===== src/core/cse_regs.svh =====
/*
  Named constants of the instruction subset executor: instruction
  encoding, field positions, reset values and state codes.
  Assumes inclusion by bare name from the package and the core files.
*/
`ifndef CSE_REGS_SVH
`define CSE_REGS_SVH

// ****************************************************************
// Widths
// ****************************************************************
`define CSE_PC_W         15
`define CSE_DATA_W       8
`define CSE_ADDR_W       7
`define CSE_OP_W         4
`define CSE_ARG_W        11
`define CSE_UPL_W        7
`define CSE_PRE_W        8
`define CSE_WDT_W        8

// ****************************************************************
// Field positions
// ****************************************************************
`define CSE_DEST_BIT     7
`define CSE_FADDR_MSB    6
`define CSE_LIT_MSB      7
`define CSE_UPL_HI       6
`define CSE_UPL_LO       3

// ****************************************************************
// Opcode values
// ****************************************************************
`define CSE_OPC_NOP      4'h0
`define CSE_OPC_CALL     4'h1
`define CSE_OPC_CALLACC  4'h2
`define CSE_OPC_KICK     4'h3
`define CSE_OPC_INVERT   4'h4
`define CSE_OPC_ZREG     4'h5
`define CSE_OPC_ZACC     4'h6
`define CSE_OPC_DEC      4'h7
`define CSE_OPC_DECSKIP  4'h8
`define CSE_OPC_JUMP     4'h9
`define CSE_OPC_INCSKIP  4'hA
`define CSE_OPC_ORLIT    4'hB
`define CSE_OPC_INC      4'hC
`define CSE_OPC_ORREG    4'hD

// ****************************************************************
// State codes and reset values
// ****************************************************************
`define CSE_ST_IDLE      3'h1
`define CSE_ST_EXEC      3'h2
`define CSE_ST_SECOND    3'h4
`define CSE_RST_PC       15'h0000
`define CSE_RST_DATA     8'h00
`define CSE_ONE_PC       15'h0001
`define CSE_TWO_PC       15'h0002
`define CSE_ONE_DATA     8'h01

`endif


===== src/core/cse_pkg.sv =====
/*
  Types of the instruction subset executor: opcodes, states and the
  packed carriers for instruction words and return stack pushes.
  Assumes cse_regs.svh is on the include path.
*/
`include "cse_regs.svh"

package cse_pkg;

  typedef enum logic [`CSE_OP_W-1:0] {
    CSE_OP_NOP     = `CSE_OPC_NOP,
    CSE_OP_CALL    = `CSE_OPC_CALL,
    CSE_OP_CALLACC = `CSE_OPC_CALLACC,
    CSE_OP_KICK    = `CSE_OPC_KICK,
    CSE_OP_INVERT  = `CSE_OPC_INVERT,
    CSE_OP_ZREG    = `CSE_OPC_ZREG,
    CSE_OP_ZACC    = `CSE_OPC_ZACC,
    CSE_OP_DEC     = `CSE_OPC_DEC,
    CSE_OP_DECSKIP = `CSE_OPC_DECSKIP,
    CSE_OP_JUMP    = `CSE_OPC_JUMP,
    CSE_OP_INCSKIP = `CSE_OPC_INCSKIP,
    CSE_OP_ORLIT   = `CSE_OPC_ORLIT,
    CSE_OP_INC     = `CSE_OPC_INC,
    CSE_OP_ORREG   = `CSE_OPC_ORREG
  } cse_op_t;

  typedef enum logic [2:0] {
    CSE_ST_IDLE   = `CSE_ST_IDLE,
    CSE_ST_EXEC   = `CSE_ST_EXEC,
    CSE_ST_SECOND = `CSE_ST_SECOND
  } cse_state_t;

  typedef struct packed {
    cse_op_t                 op;
    logic [`CSE_ARG_W-1:0]   arg;
  } cse_instr_t;

  typedef struct packed {
    logic                    valid;
    logic [`CSE_PC_W-1:0]    addr;
  } cse_push_t;

endpackage


===== src/core/cse_exec.sv =====
/*
  Executor for a subset of an 8-bit core's instructions: calls, jump,
  watchdog clear, clear, complement, increment, decrement, skips and
  inclusive OR, with accumulator, zero flag and return stack push.
  Assumes instructions arrive synchronous to clk_sys_in with a
  valid/ready handshake and the upper PC latch is a steady input.
*/
`timescale 1ns/1ps
`include "cse_regs.svh"

// Summary of operation
// - Call pushes PC+1, loads 11-bit target, latch bits 6:3 on top.
// - Accumulator call pushes PC+1, PC low from accumulator, high from latch.
// - Watchdog clear zeroes counter and prescaler, sets both status bits.
// - Destination bit 0 writes the accumulator, 1 the file register.
// - Complement writes inverted file register and updates zero flag.
// - Clear register writes zero and forces zero flag set.
// - Clear accumulator writes zero and forces zero flag set.
// - Decrement writes register minus one and updates zero flag.
// - Decrement-skip leaves flags, skips next instruction on zero result.
// - Jump loads 11-bit target, latch bits 6:3 above, two cycles.
// - Increment-skip leaves flags, skips next instruction on zero result.
// - OR literal into accumulator and update zero flag.
// - Increment writes register plus one and updates zero flag.
// - OR accumulator with register into destination, update zero flag.
module cse_exec (
  input  wire logic                   clk_sys_in,
  input  wire logic                   nrst_in,
  input  wire logic                   instr_valid_in,
  input  cse_pkg::cse_instr_t         instr_in,
  input  wire logic [`CSE_UPL_W-1:0]  upper_pc_latch_in,
  output logic                        instr_ready_out,
  output logic      [`CSE_PC_W-1:0]   pc_out,
  output logic      [`CSE_DATA_W-1:0] accum_out,
  output logic                        result_null_flag_out,
  output cse_pkg::cse_push_t          push_out,
  output logic                        skip_out,
  output logic      [`CSE_WDT_W-1:0]  watchdog_counter_out,
  output logic                        watchdog_expired_bit_out,
  output logic                        sleep_entered_bit_out
);

  // ****************************************************************
  // Decode helpers
  // ****************************************************************
  function automatic logic to_file(input cse_pkg::cse_instr_t i);
    to_file = i.arg[`CSE_DEST_BIT];
  endfunction

  function automatic logic [`CSE_ADDR_W-1:0] faddr(
    input cse_pkg::cse_instr_t i);
    faddr = i.arg[`CSE_FADDR_MSB:0];
  endfunction

  // ****************************************************************
  // State
  // ****************************************************************
  cse_pkg::cse_state_t     state, next_state;
  cse_pkg::cse_instr_t     instr, next_instr;
  logic                    next_ready;
  logic [`CSE_PC_W-1:0]    next_pc;
  logic [`CSE_DATA_W-1:0]  next_accum;
  logic                    next_zero;
  cse_pkg::cse_push_t      next_push;
  logic                    next_skip;
  logic [`CSE_PRE_W-1:0]   prescaler, next_prescaler;
  logic [`CSE_WDT_W-1:0]   next_wdt;
  logic                    next_expired;
  logic                    next_sleep;
  logic                    mem_we;
  logic [`CSE_DATA_W-1:0]  mem_wdata;
  logic [`CSE_ADDR_W-1:0]  mem_raddr;
  logic [`CSE_DATA_W-1:0]  fval;
  logic [`CSE_DATA_W-1:0]  res;
  logic                    two_cycle;

  cse_file_mem u_mem (
    .clk_sys_in  (clk_sys_in),
    .nrst_in     (nrst_in),
    .wr_en_in    (mem_we),
    .wr_addr_in  (faddr(instr)),
    .wr_data_in  (mem_wdata),
    .rd_addr_in  (mem_raddr),
    .rd_data_out (fval)
  );

  // ****************************************************************
  // Next state
  // ****************************************************************
  always_comb begin
    next_state     = state;
    next_instr     = instr;
    next_ready     = instr_ready_out;
    next_pc        = pc_out;
    next_accum     = accum_out;
    next_zero      = result_null_flag_out;
    next_push      = '0;
    next_skip      = 1'b0;
    next_expired   = watchdog_expired_bit_out;
    next_sleep     = sleep_entered_bit_out;
    mem_we         = 1'b0;
    mem_wdata      = `CSE_RST_DATA;
    mem_raddr      = faddr(instr_in);
    res            = `CSE_RST_DATA;
    two_cycle      = 1'b0;
    next_prescaler = prescaler + `CSE_PRE_W'(1);
    next_wdt       = watchdog_counter_out;
    if (&prescaler) begin
      next_wdt = watchdog_counter_out + `CSE_WDT_W'(1);
    end
    case (state)
      cse_pkg::CSE_ST_IDLE: begin
        if (instr_valid_in) begin
          next_instr = instr_in;
          next_state = cse_pkg::CSE_ST_EXEC;
          next_ready = 1'b0;
        end
      end
      cse_pkg::CSE_ST_EXEC: begin
        next_pc = pc_out + `CSE_ONE_PC;
        case (instr.op)
          cse_pkg::CSE_OP_CALL, cse_pkg::CSE_OP_JUMP: begin
            if (instr.op == cse_pkg::CSE_OP_CALL) begin
              next_push = {1'b1, pc_out + `CSE_ONE_PC};
            end
            next_pc = {upper_pc_latch_in[`CSE_UPL_HI:`CSE_UPL_LO],
                       instr.arg};
            two_cycle = 1'b1;
          end
          cse_pkg::CSE_OP_CALLACC: begin
            next_push = {1'b1, pc_out + `CSE_ONE_PC};
            next_pc   = {upper_pc_latch_in, accum_out};
            two_cycle = 1'b1;
          end
          cse_pkg::CSE_OP_KICK: begin
            next_wdt       = '0;
            next_prescaler = '0;
            next_expired   = 1'b1;
            next_sleep     = 1'b1;
          end
          cse_pkg::CSE_OP_ZREG: begin
            mem_we    = 1'b1;
            next_zero = 1'b1;
          end
          cse_pkg::CSE_OP_ZACC: begin
            next_accum = `CSE_RST_DATA;
            next_zero  = 1'b1;
          end
          cse_pkg::CSE_OP_ORLIT: begin
            res        = accum_out | instr.arg[`CSE_LIT_MSB:0];
            next_accum = res;
            next_zero  = (res == `CSE_RST_DATA);
          end
          cse_pkg::CSE_OP_INVERT, cse_pkg::CSE_OP_DEC,
          cse_pkg::CSE_OP_INC, cse_pkg::CSE_OP_ORREG,
          cse_pkg::CSE_OP_DECSKIP, cse_pkg::CSE_OP_INCSKIP: begin
            case (instr.op)
              cse_pkg::CSE_OP_INVERT: res = ~fval;
              cse_pkg::CSE_OP_ORREG:  res = accum_out | fval;
              cse_pkg::CSE_OP_DEC, cse_pkg::CSE_OP_DECSKIP: begin
                res = fval - `CSE_ONE_DATA;
              end
              default: res = fval + `CSE_ONE_DATA;
            endcase
            if (to_file(instr)) begin
              mem_we    = 1'b1;
              mem_wdata = res;
            end else begin
              next_accum = res;
            end
            if (instr.op == cse_pkg::CSE_OP_DECSKIP ||
                instr.op == cse_pkg::CSE_OP_INCSKIP) begin
              if (res == `CSE_RST_DATA) begin
                next_pc   = pc_out + `CSE_TWO_PC;
                next_skip = 1'b1;
                two_cycle = 1'b1;
              end
            end else begin
              next_zero = (res == `CSE_RST_DATA);
            end
          end
          default: begin
          end
        endcase
        if (two_cycle) begin
          next_state = cse_pkg::CSE_ST_SECOND;
        end else begin
          next_state = cse_pkg::CSE_ST_IDLE;
          next_ready = 1'b1;
        end
      end
      cse_pkg::CSE_ST_SECOND: begin
        next_state = cse_pkg::CSE_ST_IDLE;
        next_ready = 1'b1;
      end
      default: begin
        next_state = cse_pkg::CSE_ST_IDLE;
        next_ready = 1'b1;
      end
    endcase
  end

  // ****************************************************************
  // Registers
  // ****************************************************************
  always_ff @(posedge clk_sys_in or negedge nrst_in) begin
    if (!nrst_in) begin
      state                    <= cse_pkg::CSE_ST_IDLE;
      instr                    <= '0;
      instr_ready_out          <= 1'b1;
      pc_out                   <= `CSE_RST_PC;
      accum_out                <= `CSE_RST_DATA;
      result_null_flag_out     <= 1'b0;
      push_out                 <= '0;
      skip_out                 <= 1'b0;
      prescaler                <= '0;
      watchdog_counter_out     <= '0;
      watchdog_expired_bit_out <= 1'b1;
      sleep_entered_bit_out    <= 1'b1;
    end else begin
      state                    <= next_state;
      instr                    <= next_instr;
      instr_ready_out          <= next_ready;
      pc_out                   <= next_pc;
      accum_out                <= next_accum;
      result_null_flag_out     <= next_zero;
      push_out                 <= next_push;
      skip_out                 <= next_skip;
      prescaler                <= next_prescaler;
      watchdog_counter_out     <= next_wdt;
      watchdog_expired_bit_out <= next_expired;
      sleep_entered_bit_out    <= next_sleep;
    end
  end

  // ****************************************************************
  // Checks
  // ****************************************************************
  logic in_exec;
  assign in_exec = (state == cse_pkg::CSE_ST_EXEC);

  a_call_target: assert property (@(posedge clk_sys_in)
    disable iff (!nrst_in) in_exec && instr.op == cse_pkg::CSE_OP_CALL |=>
      push_out.valid && push_out.addr == $past(pc_out) + `CSE_ONE_PC &&
      pc_out == {$past(upper_pc_latch_in[`CSE_UPL_HI:`CSE_UPL_LO]),
                 $past(instr.arg)})
    else $error("call target or push wrong");

  a_accum_call: assert property (@(posedge clk_sys_in)
    disable iff (!nrst_in) in_exec && instr.op == cse_pkg::CSE_OP_CALLACC |=>
      pc_out == {$past(upper_pc_latch_in), $past(accum_out)} &&
      $stable(result_null_flag_out) && !instr_ready_out ##1 instr_ready_out)
    else $error("accumulator call wrong");

  a_kick_clear: assert property (@(posedge clk_sys_in)
    disable iff (!nrst_in) in_exec && instr.op == cse_pkg::CSE_OP_KICK |=>
      watchdog_counter_out == '0 && prescaler == '0 &&
      watchdog_expired_bit_out && sleep_entered_bit_out)
    else $error("watchdog clear wrong");

  a_inc_dest: assert property (@(posedge clk_sys_in)
    disable iff (!nrst_in)
    in_exec && instr.op == cse_pkg::CSE_OP_INC && !to_file(instr) |=>
      accum_out == `CSE_DATA_W'($past(fval) + `CSE_ONE_DATA) &&
      result_null_flag_out == (accum_out == `CSE_RST_DATA))
    else $error("increment into accumulator wrong");

  a_zero_forced: assert property (@(posedge clk_sys_in)
    disable iff (!nrst_in) in_exec && (instr.op == cse_pkg::CSE_OP_ZREG ||
                instr.op == cse_pkg::CSE_OP_ZACC) |=>
      result_null_flag_out && instr_ready_out)
    else $error("clear did not force zero flag");

  a_jump_two: assert property (@(posedge clk_sys_in)
    disable iff (!nrst_in) in_exec && instr.op == cse_pkg::CSE_OP_JUMP |=>
      !instr_ready_out && !push_out.valid ##1 instr_ready_out)
    else $error("jump not two cycles");

  a_skip_taken: assert property (@(posedge clk_sys_in)
    disable iff (!nrst_in) in_exec && instr.op == cse_pkg::CSE_OP_DECSKIP &&
      fval == `CSE_ONE_DATA |=>
      skip_out && pc_out == $past(pc_out) + `CSE_TWO_PC &&
      $stable(result_null_flag_out))
    else $error("decrement skip not taken");

  a_skip_single: assert property (@(posedge clk_sys_in)
    disable iff (!nrst_in) in_exec && instr.op == cse_pkg::CSE_OP_INCSKIP &&
      !(&fval) |=> !skip_out && instr_ready_out)
    else $error("increment skip took extra cycle");

  a_or_literal: assert property (@(posedge clk_sys_in)
    disable iff (!nrst_in) in_exec && instr.op == cse_pkg::CSE_OP_ORLIT |=>
      accum_out == ($past(accum_out) | $past(instr.arg[`CSE_LIT_MSB:0])))
    else $error("or literal wrong");

endmodule


===== src/core/cse_file_mem.sv =====
/*
  File register memory of the executor: one write port, one read
  port whose data come out of a register one cycle after the address.
  Assumes a single clock and an active-low asynchronous reset.
*/
`timescale 1ns/1ps
`include "cse_regs.svh"

module cse_file_mem (
  input  wire logic                   clk_sys_in,
  input  wire logic                   nrst_in,
  input  wire logic                   wr_en_in,
  input  wire logic [`CSE_ADDR_W-1:0] wr_addr_in,
  input  wire logic [`CSE_DATA_W-1:0] wr_data_in,
  input  wire logic [`CSE_ADDR_W-1:0] rd_addr_in,
  output logic      [`CSE_DATA_W-1:0] rd_data_out
);

  logic [`CSE_DATA_W-1:0] cells [0:(1<<`CSE_ADDR_W)-1];

  always_ff @(posedge clk_sys_in) begin
    if (wr_en_in) begin
      cells[wr_addr_in] <= wr_data_in;
    end
  end

  always_ff @(posedge clk_sys_in or negedge nrst_in) begin
    if (!nrst_in) begin
      rd_data_out <= `CSE_RST_DATA;
    end else begin
      rd_data_out <= cells[rd_addr_in];
    end
  end

endmodule


===== config.mk =====
export PLATFORM = sky130hd
export DESIGN_NAME = cse_exec
export DESIGN_NICKNAME = d
export VERILOG_FILES = /design/src/core/cse_pkg.sv /design/src/core/cse_exec.sv /design/src/core/cse_file_mem.sv
export VERILOG_INCLUDE_DIRS = /design/src /design/src/core
export SDC_FILE = /design/constraint.sdc
export NUM_CORES = 1
export LEC_CHECK = 0
export BUFFER_PORTS_ARGS = -buffer_cell sky130_fd_sc_hd__buf_2
export CAP_MARGIN = 20
export CORE_AREA = 4 4 273 275
export DETAILED_ROUTE_END_ITERATION = 6
export DIE_AREA = 0 0 277 279
export PLACE_DENSITY_LB_ADDON = 0.08
export SETUP_SLACK_MARGIN = 0.15
export SYNTH_ARGS = -nofsm -noshare
export SYNTH_HDL_FRONTEND = slang
export SYNTH_SLANG_ARGS = --single-unit

===== constraint.sdc =====
create_clock -name clk_sys_in -period 8 [get_ports clk_sys_in]
set_input_delay 1.2 -clock clk_sys_in [delete_from_list [all_inputs] [get_ports clk_sys_in]]
set_output_delay 1.2 -clock clk_sys_in [all_outputs]
set_load 0.01 [all_outputs]

# After elaboration in Yosys (flattened, before gate mapping)

Memories as Yosys holds them, arrays and structs flattened. A register that Yosys moved wholly into a read port is not among the register bits.
Index checks and enable logic that the tools add are counted.
Widths: inputs -> output; s select.

Register bits after elaboration: 76
Memory bits (writable): 1024
Output and inout port bits: 52
Logic and storage cells: 95
Memories kept: 1

Memory list:

| name        | depth | width | read ports | clocked after Yosys merged registers in | wr ports | line               | text |
|---|---|---|---|---|---|---|---|
| u_mem.cells | 128   | 8     | 1          | 1                                       | 1        | cse_file_mem.sv:19 | `` logic [`CSE_DATA_W-1:0] cells [0:(1<<`CSE_ADDR_W)-1]; `` |

Add/subtract/negate cells: 6
Eq/ne operators: 19
Multiplexer cells: 38
Bitwise logic cells: 3
Reduce and logical (&&, ||, !) cells: 16

Operators with widths:

| cell                  | count |
|---|---|
| $mux 8                | 11 |
| $pmux 8 s3            | 2 |
| $pmux 15 s3           | 1 |
| $mux 16               | 2 |
| $pmux 16 s2           | 1 |
| $mux 15               | 2 |
| $add 8x1->8 const B   | 3 |
| $eq 4x4->1 const B    | 6 |
| $eq 4x3->1 const B    | 4 |
| $logic_not 8->1       | 2 |
| $or 8x8->8            | 2 |
| $add 15x1->15 const B | 1 |
| $add 15x2->15 const B | 1 |
| $mux 1                | 12 |
| $eq 4x2->1 const B    | 2 |
| $ne 2x2->1 const B    | 4 |
| $not 8->8             | 1 |
| $reduce_and 8->1      | 1 |
| $sub 8x1->8 const B   | 1 |
| $mux 3                | 2 |
| $pmux 1 s2            | 3 |
| $pmux 3 s2            | 1 |
| $reduce_and 3->1      | 2 |
| $reduce_bool 3->1     | 2 |
| 10 further kinds      | 13 |

# Depth between registers and ports, before layout

Gate-level depths: netlist (run 1).

Depth after elaboration: 12
Gate-level depth with buffers: 17
Gate-level depth less buffers: 13

# By module

From an unflattened synthesis (run 1), not the netlist that was laid out.

Cells, all modules: 2177
Area total of the unflattened synthesis: 44542.7 µm²

By module, submodules not included:

| module       | times used | cells an instance | area each (µm²) | seq. area each (µm²) |
|---|---|---|---|---|
| cse_file_mem | 1          | 1635              | 39701.8         | 30949.7 |
| cse_exec     | 1          | 542               | 4840.9          | 1904.3 |

# Worst setup path before layout (run 1)

Ideal clock, no wire load.

Path kind: reg2reg
Start point: register instr[13] in the netlist's numbering
End point: memory u_mem.cells[0][7] in the netlist's numbering, data pin
Library setup time: 0.796 ns
Arrival: 5.643 ns
Required time: 7.204 ns
Slack: 1.561 ns
Cell stages (with the launch flop): 13
Path buffers: 2
Cell sequence: dfrtp_1 > buf_6 > nor4b_2 > nor2_1 > inv_1 > ha_1 > a211oi_1 > nor4b_2 > o211ai_2 > a211oi_1 > or4_1 > buf_2 > nor2_1

Cells in the longest elaborated chain, start to end: 8

RTL lines:

| what                                     | line                             | text |
|---|---|---|
| from (decl)                              | cse_exec.sv:59                   | `cse_pkg::cse_instr_t instr, next_instr;` |
| from (signal assigned)                   | cse_exec.sv:222                  | `instr <= next_instr;` |
| $eq 4x4->1 or $eq 4x3->1 (tied branches) | cse_exec.sv:121, cse_exec.sv:157 |  |
| $reduce_or 2->1                          | cse_exec.sv:157                  | `case (instr.op)` |
| $pmux 8 s3                               | cse_exec.sv:157                  |  |
| $mux 8                                   | cse_exec.sv:121                  | `case (instr.op)` |
| $mux 8                                   | cse_exec.sv:111                  | `case (state)` |
| $mux 8                                   | cse_exec.sv:165                  | `if (to_file(instr)) begin` |
| $mux 8 *                                 | cse_exec.sv:121                  |  |
| $mux 8 *                                 | cse_exec.sv:111                  |  |
| named net mem_wdata[7]                   | cse_exec.sv:71                   | `` logic [`CSE_DATA_W-1:0] mem_wdata; `` |
| to (decl)                                | cse_file_mem.sv:19               |  |

Mark *: on every way through the listed nets, which the timed path passes. The rest lies on a longest branch. The select of a mux whose other input is x is not followed.

# Worst setup path in the final report (run 1)

Start point: register instr[11] in the netlist's numbering
End point: memory u_mem.cells[116][6] in the netlist's numbering, data pin

The elaborated chain is that of the path after synthesis.

==> flow_metrics.tcl, run 1 <==
set metrics [dict create \
    status "finished, final reports clean" \
    syn_inst 2198 \
    critical_path.max_fanout 80 \
    rrSetupSlack_ns 2.74 \
    hold_buffers 0 \
    maxSlewViolCount 0 \
    end_kind "flop" \
    regArea_um2 32900 \
    drcViolationCount 0 \
    p_comb_share_pct 10.9 \
    synth.avg_cell_area_um2 20.2 \
    grt_max_degree 115 \
    power_density_nw_per_um2 264 \
    p_switching_mw 3.24 \
    synth_cell_types 76 \
    worst_clock_skew_ns 0.0334 \
    clock_latency_ns 0.67 \
    setup_tns_ns 0 \
    path_class "reg -> reg" \
    clkPwrFrac_pct 38.0 \
    cts_tree "built" \
    worst_ep_arrival_time_ns 5.61 \
    vias 21900 \
    wirelength_mm 96.5 \
    ys.flop_type "edfxtp_1" \
    ys_warn_count 0 \
    multi_input_area_um2 11100 \
    drtIter0Drc 2478 \
    cts_setup_buffers 0 \
    ys_ff_latch 1108 \
    clock_sinks 1108 \
    finalHoldViolations 0 \
    cts_resized 0 \
    clockBufferDepth 3 \
    fin_nets 2313 \
    wl_per_cell_um 29.1 \
    most-common-layout-cells "edfxtp_1, mux4_2, nor2_1, clkbuf_16, dfrtp_1" \
    crit_path_start_kind "flop" \
    drv_cap 0 \
    fin_crit_sh_pct 65.7 \
    drive_gt1_share_pct 27.5 \
    hp-start "prescaler[0]$_DFF_PN0_" \
    rr_startpoint "instr[11]$_DFFE_PN0P_" \
    io_buffer_count 74 \
    p_seq_share_pct 51.1 \
    min_to "prescaler[0]$_DFF_PN0_" \
    grt_pass1_wl_mm 145 \
    required_ns 8.35 \
    hpwl_mm 58.5 \
    io_pins 77 \
    power_leakage_nw 14.1 \
    synth-seq-area-share_pct 73.8 \
    row_count 99 \
    swShare_pct 24.8 \
    gp_congestion 0.858 \
    avgViaCountPerCell 6.59 \
    reg2reg_to "u_mem.cells[116][6]$_DFFE_PP_" \
    synthArstFlopShare_pct 7.58 \
    antenna_cells 0 \
    peakVddDrop_mv 0.199 \
    finalCriticalPeriod_ns 5.26 \
    synth-edff-count 1024 \
    stdcell_area_um2 49400 \
    worstHoldPathType "reg -> reg" \
    rsz0062_at_grt "no" \
    die_width_um 277 \
    antenna_found_initial 6 \
    placed_area_um2 45900 \
    ant_nets 0 \
    worstRegToRegCells 13 \
    clkTransAtPathRegs_ns 0.07 \
    grt_pass1_vias 22000 \
    power_mw 13.1 \
    die_y_um 279 \
    firstDrtPassIters 5 \
    intPower_mw 9.81 \
    root_buffer "clkbuf_16" \
    syn-cell-area_um2 44500 \
    core_um2 72300 \
    setup_viol 0 \
    numCtsBuffers 107 \
    dieArea_um2 77300 \
    slew_headroom_pct 20.8 \
    layout_commonest_cell "edfxtp_1" \
    area_growth_pct 11.1 \
    fill_cells 4566 \
    fmax_ghz 0.190 \
    h-tree-depth 3 \
    start_util_pct 61.5 \
    tightestPinTransition_ns 1.19 \
    gr-usage-all-layers_pct 25.4 \
    min_path_cells 1 \
    grt_overflow 0 \
]
## sequential cells by signal, indices dropped and copies added, names as in the netlist
name / cells
u_mem.cells: 1024
watchdog_counter_out: 8
skip_out: 1
instr_ready_out: 1
state: 3
u_mem.rd_data_out: 8
instr: 15
pc_out: 15
push_out: 16
accum_out: 8
result_null_flag_out: 1
prescaler: 8
## worst max-delay path by stage
stage	slack, ns	cells past startpoint	from	to
2_1_floorplan	1.56	12	instr[13]$_DFFE_PN0P_	u_mem.cells[0][7]$_DFFE_PP_
3_3_place_gp	3.04	11	instr[11]$_DFFE_PN0P_	u_mem.cells[78][7]$_DFFE_PP_
3_5_place_dp	2.75	11	instr[11]$_DFFE_PN0P_	u_mem.cells[76][7]$_DFFE_PP_
4_1_cts	2.68	11	instr[11]$_DFFE_PN0P_	u_mem.cells[89][7]$_DFFE_PP_
5_1_grt	2.36	13	instr[11]$_DFFE_PN0P_	u_mem.cells[117][6]$_DFFE_PP_
6_report	2.74	13	instr[11]$_DFFE_PN0P_	u_mem.cells[116][6]$_DFFE_PP_
## critical path: stages (launching register included)
cell     delay (ns)
dfrtp_1        0.85
and4b_4        0.38
nor2_1         0.07
inv_1          0.20
ha_1           0.31
nor2b_1        0.17
o31a_1         0.27
or4_1          0.41
o311a_1        0.19
a21oi_1        0.17
o211a_1        0.20
inv_1          0.08
nor2_4         0.82
buf_4          0.75
## per-stage QoR
stage	cells	hold WS (ns)	util, %	worst slack [ns]
floorplan	2199	0.455	-	1.56
finish	3321	0.481	68.3	2.74
global placement	3117	0.473	63.4	3.04
detailed placement	3122	0.476	63.4	2.75
CTS	3316	0.484	68.2	2.68
global route	3321	0.511	68.3	2.36
## power by group through the flow
stage	clock network (mW)	logic, mW	registers (mW)
after floorplan	0	1.07	6.64
after global placement	0	1.38	6.77
after detailed placement	0	1.40	6.78
after CTS	5.03	1.41	6.66
after global routing	5.30	1.54	6.68
final	4.96	1.43	6.67
## cell usage after synthesis, types with 3 or more instances
| master | count | area share (%) |
|---|---|---|
| mux2_2 | 20 | 0.51 |
| and3_1 | 9 | 0.13 |
| nor3b_1 | 5 | 0.084 |
| nand3_1 | 29 | 0.33 |
| nor2_1 | 226 | 1.9 |
| dfrtp_1 | 82 | 4.6 |
| and2_1 | 3 | 0.042 |
| xnor2_1 | 16 | 0.31 |
| nand3b_1 | 4 | 0.067 |
| a31oi_1 | 8 | 0.11 |
| o211ai_1 | 3 | 0.051 |
| edfxtp_1 | 1024 | 69 |
| a21oi_1 | 23 | 0.26 |
| a221oi_1 | 9 | 0.18 |
| or3_1 | 11 | 0.15 |
| buf_2 | 5 | 0.056 |
| mux4_2 | 336 | 17 |
| nor4_1 | 7 | 0.098 |
| o221a_2 | 3 | 0.076 |
| buf_6 | 3 | 0.076 |
| o22ai_1 | 10 | 0.14 |
| o311a_1 | 3 | 0.067 |
| or4_1 | 3 | 0.051 |
| nand2_1 | 42 | 0.35 |
| o221ai_1 | 3 | 0.059 |
| or2_2 | 5 | 0.070 |
| xor2_1 | 13 | 0.26 |
| buf_1 | 33 | 0.28 |
| nand4_1 | 7 | 0.098 |
| clkbuf_1 | 95 | 0.80 |
| nor3_1 | 10 | 0.11 |
| or3b_2 | 3 | 0.059 |
| nand2b_1 | 5 | 0.070 |
| o41ai_1 | 3 | 0.059 |
| mux2i_1 | 5 | 0.11 |
| o21ai_0 | 37 | 0.42 |
| inv_1 | 11 | 0.093 |
| nor2b_1 | 13 | 0.18 |
| ha_1 | 10 | 0.28 |
| o21a_1 | 11 | 0.19 |
## layout make-up
type,instances,share of cell area (%)
well taps,959,2.43
clock buffers,129,5.58
multi-input cells,940,22.5
repair buffers,107,1.53
inverters,13,0.0987
flip-flops and latches,1108,66.5
clock inverters,65,1.41
## layer usage
layer  up-vias  GRT usage, %  share of wire, %
met2      1032          38.8                48
met1     11500          38.3                41
met4         0          6.95               2.5
met5         -             0                 0
met3       162          5.63               9.2
li1       9200             -                 -
## cells by family after synthesis
group                      count (synthesis)  share of synthesized area [%]
and+or+nand+nor                          388                           3.97
other                                      1                        0.00843
DFF                                     1108                           73.8
xor gates and xnor gates                  29                          0.571
muxes                                    362                           17.7
adders and majority gates                 13                          0.371
AOI/OAI and AO/OA                        146                           2.25
buffers and inverters                    151                           1.36
Power figures use the tool's default switching activity.
==> run 2: changes to the inputs <==
- ABC_AREA: default -> 1
- CORE_AREA: 4 4 273 275 -> 4 4 289 291
- DIE_AREA: 0 0 277 279 -> 0 0 293 295
- clock period: 8 -> 4.4 ns (I/O delays scaled with it)
==> run 2 against run 1 <==
  * Wire length grew 28%
  * Core utilization shrank 4.8 points
  * Flip-flop and latch count is the same
  * Non-clock buffer count grew 57
  * Count of clock-buffer cells in the layout grew 15
  * Global-route usage grew 2.8 points
  * Largest power group unchanged
  * Synthesized cell count grew 74%
  * Worst setup slack lost 2.1 ns
  * Register-to-register slack lost 2.1 ns
  * Critical path depth grew 2
  * First-iteration DRC count grew 43%
==> flow_metrics.tcl, run 2 <==
set metrics [dict create \
    status "finished, final reports clean" \
    slew_headroom_pct 28.2 \
    fill_cells 6075 \
    core_um2 80500 \
    grt_pass1_vias 30100 \
    wirelength_mm 123 \
    io_buffer_count 74 \
    drv_cap 0 \
    io_pins 77 \
    required_ns 4.70 \
    crit_chain "inv_1, nand2_1, nor2_1, buf_4, inv_1, o21ai_1, nor2_2, nor2_2, nand2_2, buf_4, o31ai_1, buf_4, nand2_1, buf_4, nor2_1" \
    worstHoldPathType "in -> async" \
    syn-cell-area_um2 45800 \
    ant_nets 0 \
    synth.most_common_cell "edfxtp_1" \
    fmax_ghz 0.265 \
    setup_tns_ns 0 \
    synth-seq-area-share_pct 71.7 \
    layout_commonest_cell "edfxtp_1" \
    finalHoldViolations 0 \
    grt_overflow 0 \
    max_stage_delay_ns 0.55 \
    drive_gt1_share_pct 9.85 \
    hold_buffers 0 \
    grt_max_degree 208 \
    clock_sinks 1108 \
    gr-usage-all-layers_pct 28.2 \
    numCtsBuffers 112 \
    cts_resized 0 \
    tightestPinTransition_ns 1.08 \
    worst_ep_arrival_time_ns 4.07 \
    critical_path.max_fanout 11 \
    cpMostUsedCell "buf_4" \
    die_y_um 295 \
    cts_setup_buffers 0 \
    synthArstFlopShare_pct 7.58 \
    row_count 104 \
    whs_ns 0.0732 \
    synth_cell_types 44 \
    dieArea_um2 86400 \
    ys.flop_type "edfxtp_1" \
    fin_nets 3895 \
    die_width_um 293 \
    gp_congestion 0.948 \
    grt_pass1_wl_mm 187 \
    clock_latency_ns 0.69 \
    start_util_pct 56.9 \
    peakVddDrop_mv 0.402 \
    most-common-layout-cells "edfxtp_1, nor2_1, o21ai_0, o22ai_1, nand2_1" \
    drcViolationCount 0 \
    synth_area_leaders "edfxtp_1, o21ai_0, nor2_1, dfrtp_1, o22ai_1" \
    root_buffer "clkbuf_16" \
    clockBufferDepth 3 \
    avgViaCountPerCell 6.21 \
    wl_per_cell_um 24.6 \
    setup_viol 0 \
    ys_warn_count 0 \
    maxSlewViolCount 0 \
    largest_reg_flops 1024 \
    yosys.area.top_type "edfxtp_1" \
    path_class "reg -> reg" \
    cts_tree "built" \
    end_kind "flop" \
    finalCriticalPeriod_ns 3.77 \
    firstDrtPassIters 5 \
    crit_path_start_kind "flop" \
    fin_crit_sh_pct 85.7 \
    yosysTopAreaCellShare_pct 67.1 \
    drtIter0Drc 3548 \
    antenna_found_initial 3 \
    finish.utilization_pct 63.5 \
    synth.avg_cell_area_um2 12.0 \
    power_leakage_nw 15.9 \
    rsz0062_at_grt "no" \
    vias 31200 \
    h-tree-depth 3 \
    hpwl_mm 72.2 \
    synth.cells.most_frequent "edfxtp_1, nor2_1, o21ai_0" \
    synth-edff-count 1024 \
    regMostFlops "u_mem.cells" \
    ys_ff_latch 1108 \
    clkTransAtPathRegs_ns 0.06 \
    top_regs "u_mem.cells: 1024 flops, push_out: 16 flops" \
    cp_slowest_cell "nor2_1" \
    rrSetupSlack_ns 0.63 \
    worst_clock_skew_ns 0.0368 \
    power_density_nw_per_um2 488 \
    syn_inst 3828 \
    area_growth_pct 11.6 \
]
## run 2: cell types whose count changed in the layout (fill, tap and decap cells not counted), sizes merged, moves of 57 or more
cell | before | now
o21ai | 40 | 653
nor2 | 226 | 793
mux4 | 336 | 0
o22ai | 11 | 259
nand2 | 42 | 250
inv | 16 | 133
o211ai | 4 | 110
nand3 | 29 | 91
buf | 107 | 164
## run 2: cell type report
| cell class | instances | area [um^2] | share of cell area [%] |
|---|---|---|---|
| Inverter | 131 | 505 | 0.988 |
| Antenna cell | 1 | 2.50 | 0.00489 |
| Multi-Input combinational cell | 2342 | 11600 | 22.6 |
| Clock inverter | 69 | 568 | 1.11 |
| Sequential cell | 1108 | 32900 | 64.2 |
| Tap cell | 1060 | 1330 | 2.59 |
| Timing Repair Buffer | 164 | 1340 | 2.61 |
| Clock buffer | 144 | 3020 | 5.89 |
## run 2: layer usage
metal  GRT usage, %  vias up  share of wire [%]  wire length [um]
li1               -    14000                  -                 -
met1           41.5    15500                 42             51400
met2           43.3     1433                 46             56600
met3           5.02      238                9.3             11400
met4           9.16        0                3.1              3810
met5              0        -                  0                 0
## run 2: kinds of logic (layout without fill, tap and decap cells)
family | after synthesis | after routing | synth area share, %
AOI/OAI and AO/OA | 1097 | 1097 | 13.5
xor gates and xnor gates | 21 | 21 | 0.401
adders and majority gates | 11 | 11 | 0.317
buffers and inverters | 379 | 508 | 3.34
DFF | 1108 | 1108 | 71.7
other | 1 | 3 | 0.00818
and+or+nand+nor | 1211 | 1211 | 10.7
## run 2: path summary, 6_finish.rpt
kind                                   startpoint                            to  cells past startpoint
max in group asynchronous                 nrst_in          state[0]$_DFFE_PN1N_                      2
min reg2reg                prescaler[0]$_DFF_PN0_        prescaler[0]$_DFF_PN0_                      1
max                         instr[13]$_DFFE_PN0P_  u_mem.cells[35][2]$_DFFE_PP_                     15
min in group clk_sys_in            instr_valid_in          state[0]$_DFFE_PN1N_                      2
max reg2reg                 instr[13]$_DFFE_PN0P_  u_mem.cells[35][2]$_DFFE_PP_                     15
min                                       nrst_in        prescaler[6]$_DFF_PN0_                      1
## run 2: metrics by stage
step,setup WS [ns],area (um^2),std cells,power (mW)
finish,0.627,51200,5019,25.0
global route,0.352,51200,5018,25.9
CTS,0.654,51200,5018,25.0
detailed placement,0.705,47600,4805,15.9
global placement,0.675,47600,4804,15.8
floorplan,0.190,45900,3829,14.6
## run 2: power by group
part | internal [mW] | switching [mW]
Sequential | 11.7 | 0.308
Combinational | 1.03 | 2.65
Clock | 5.26 | 4.00
Total | 18.0 | 6.96
## run 2: worst max-delay path, delay by kind of cell (launching register included)
family / cells / cell delay (ns)
buf+inv: 6 / 1.27
simple gates: 7 / 1.44
flops: 1 / 0.43
compound gates: 2 / 0.26
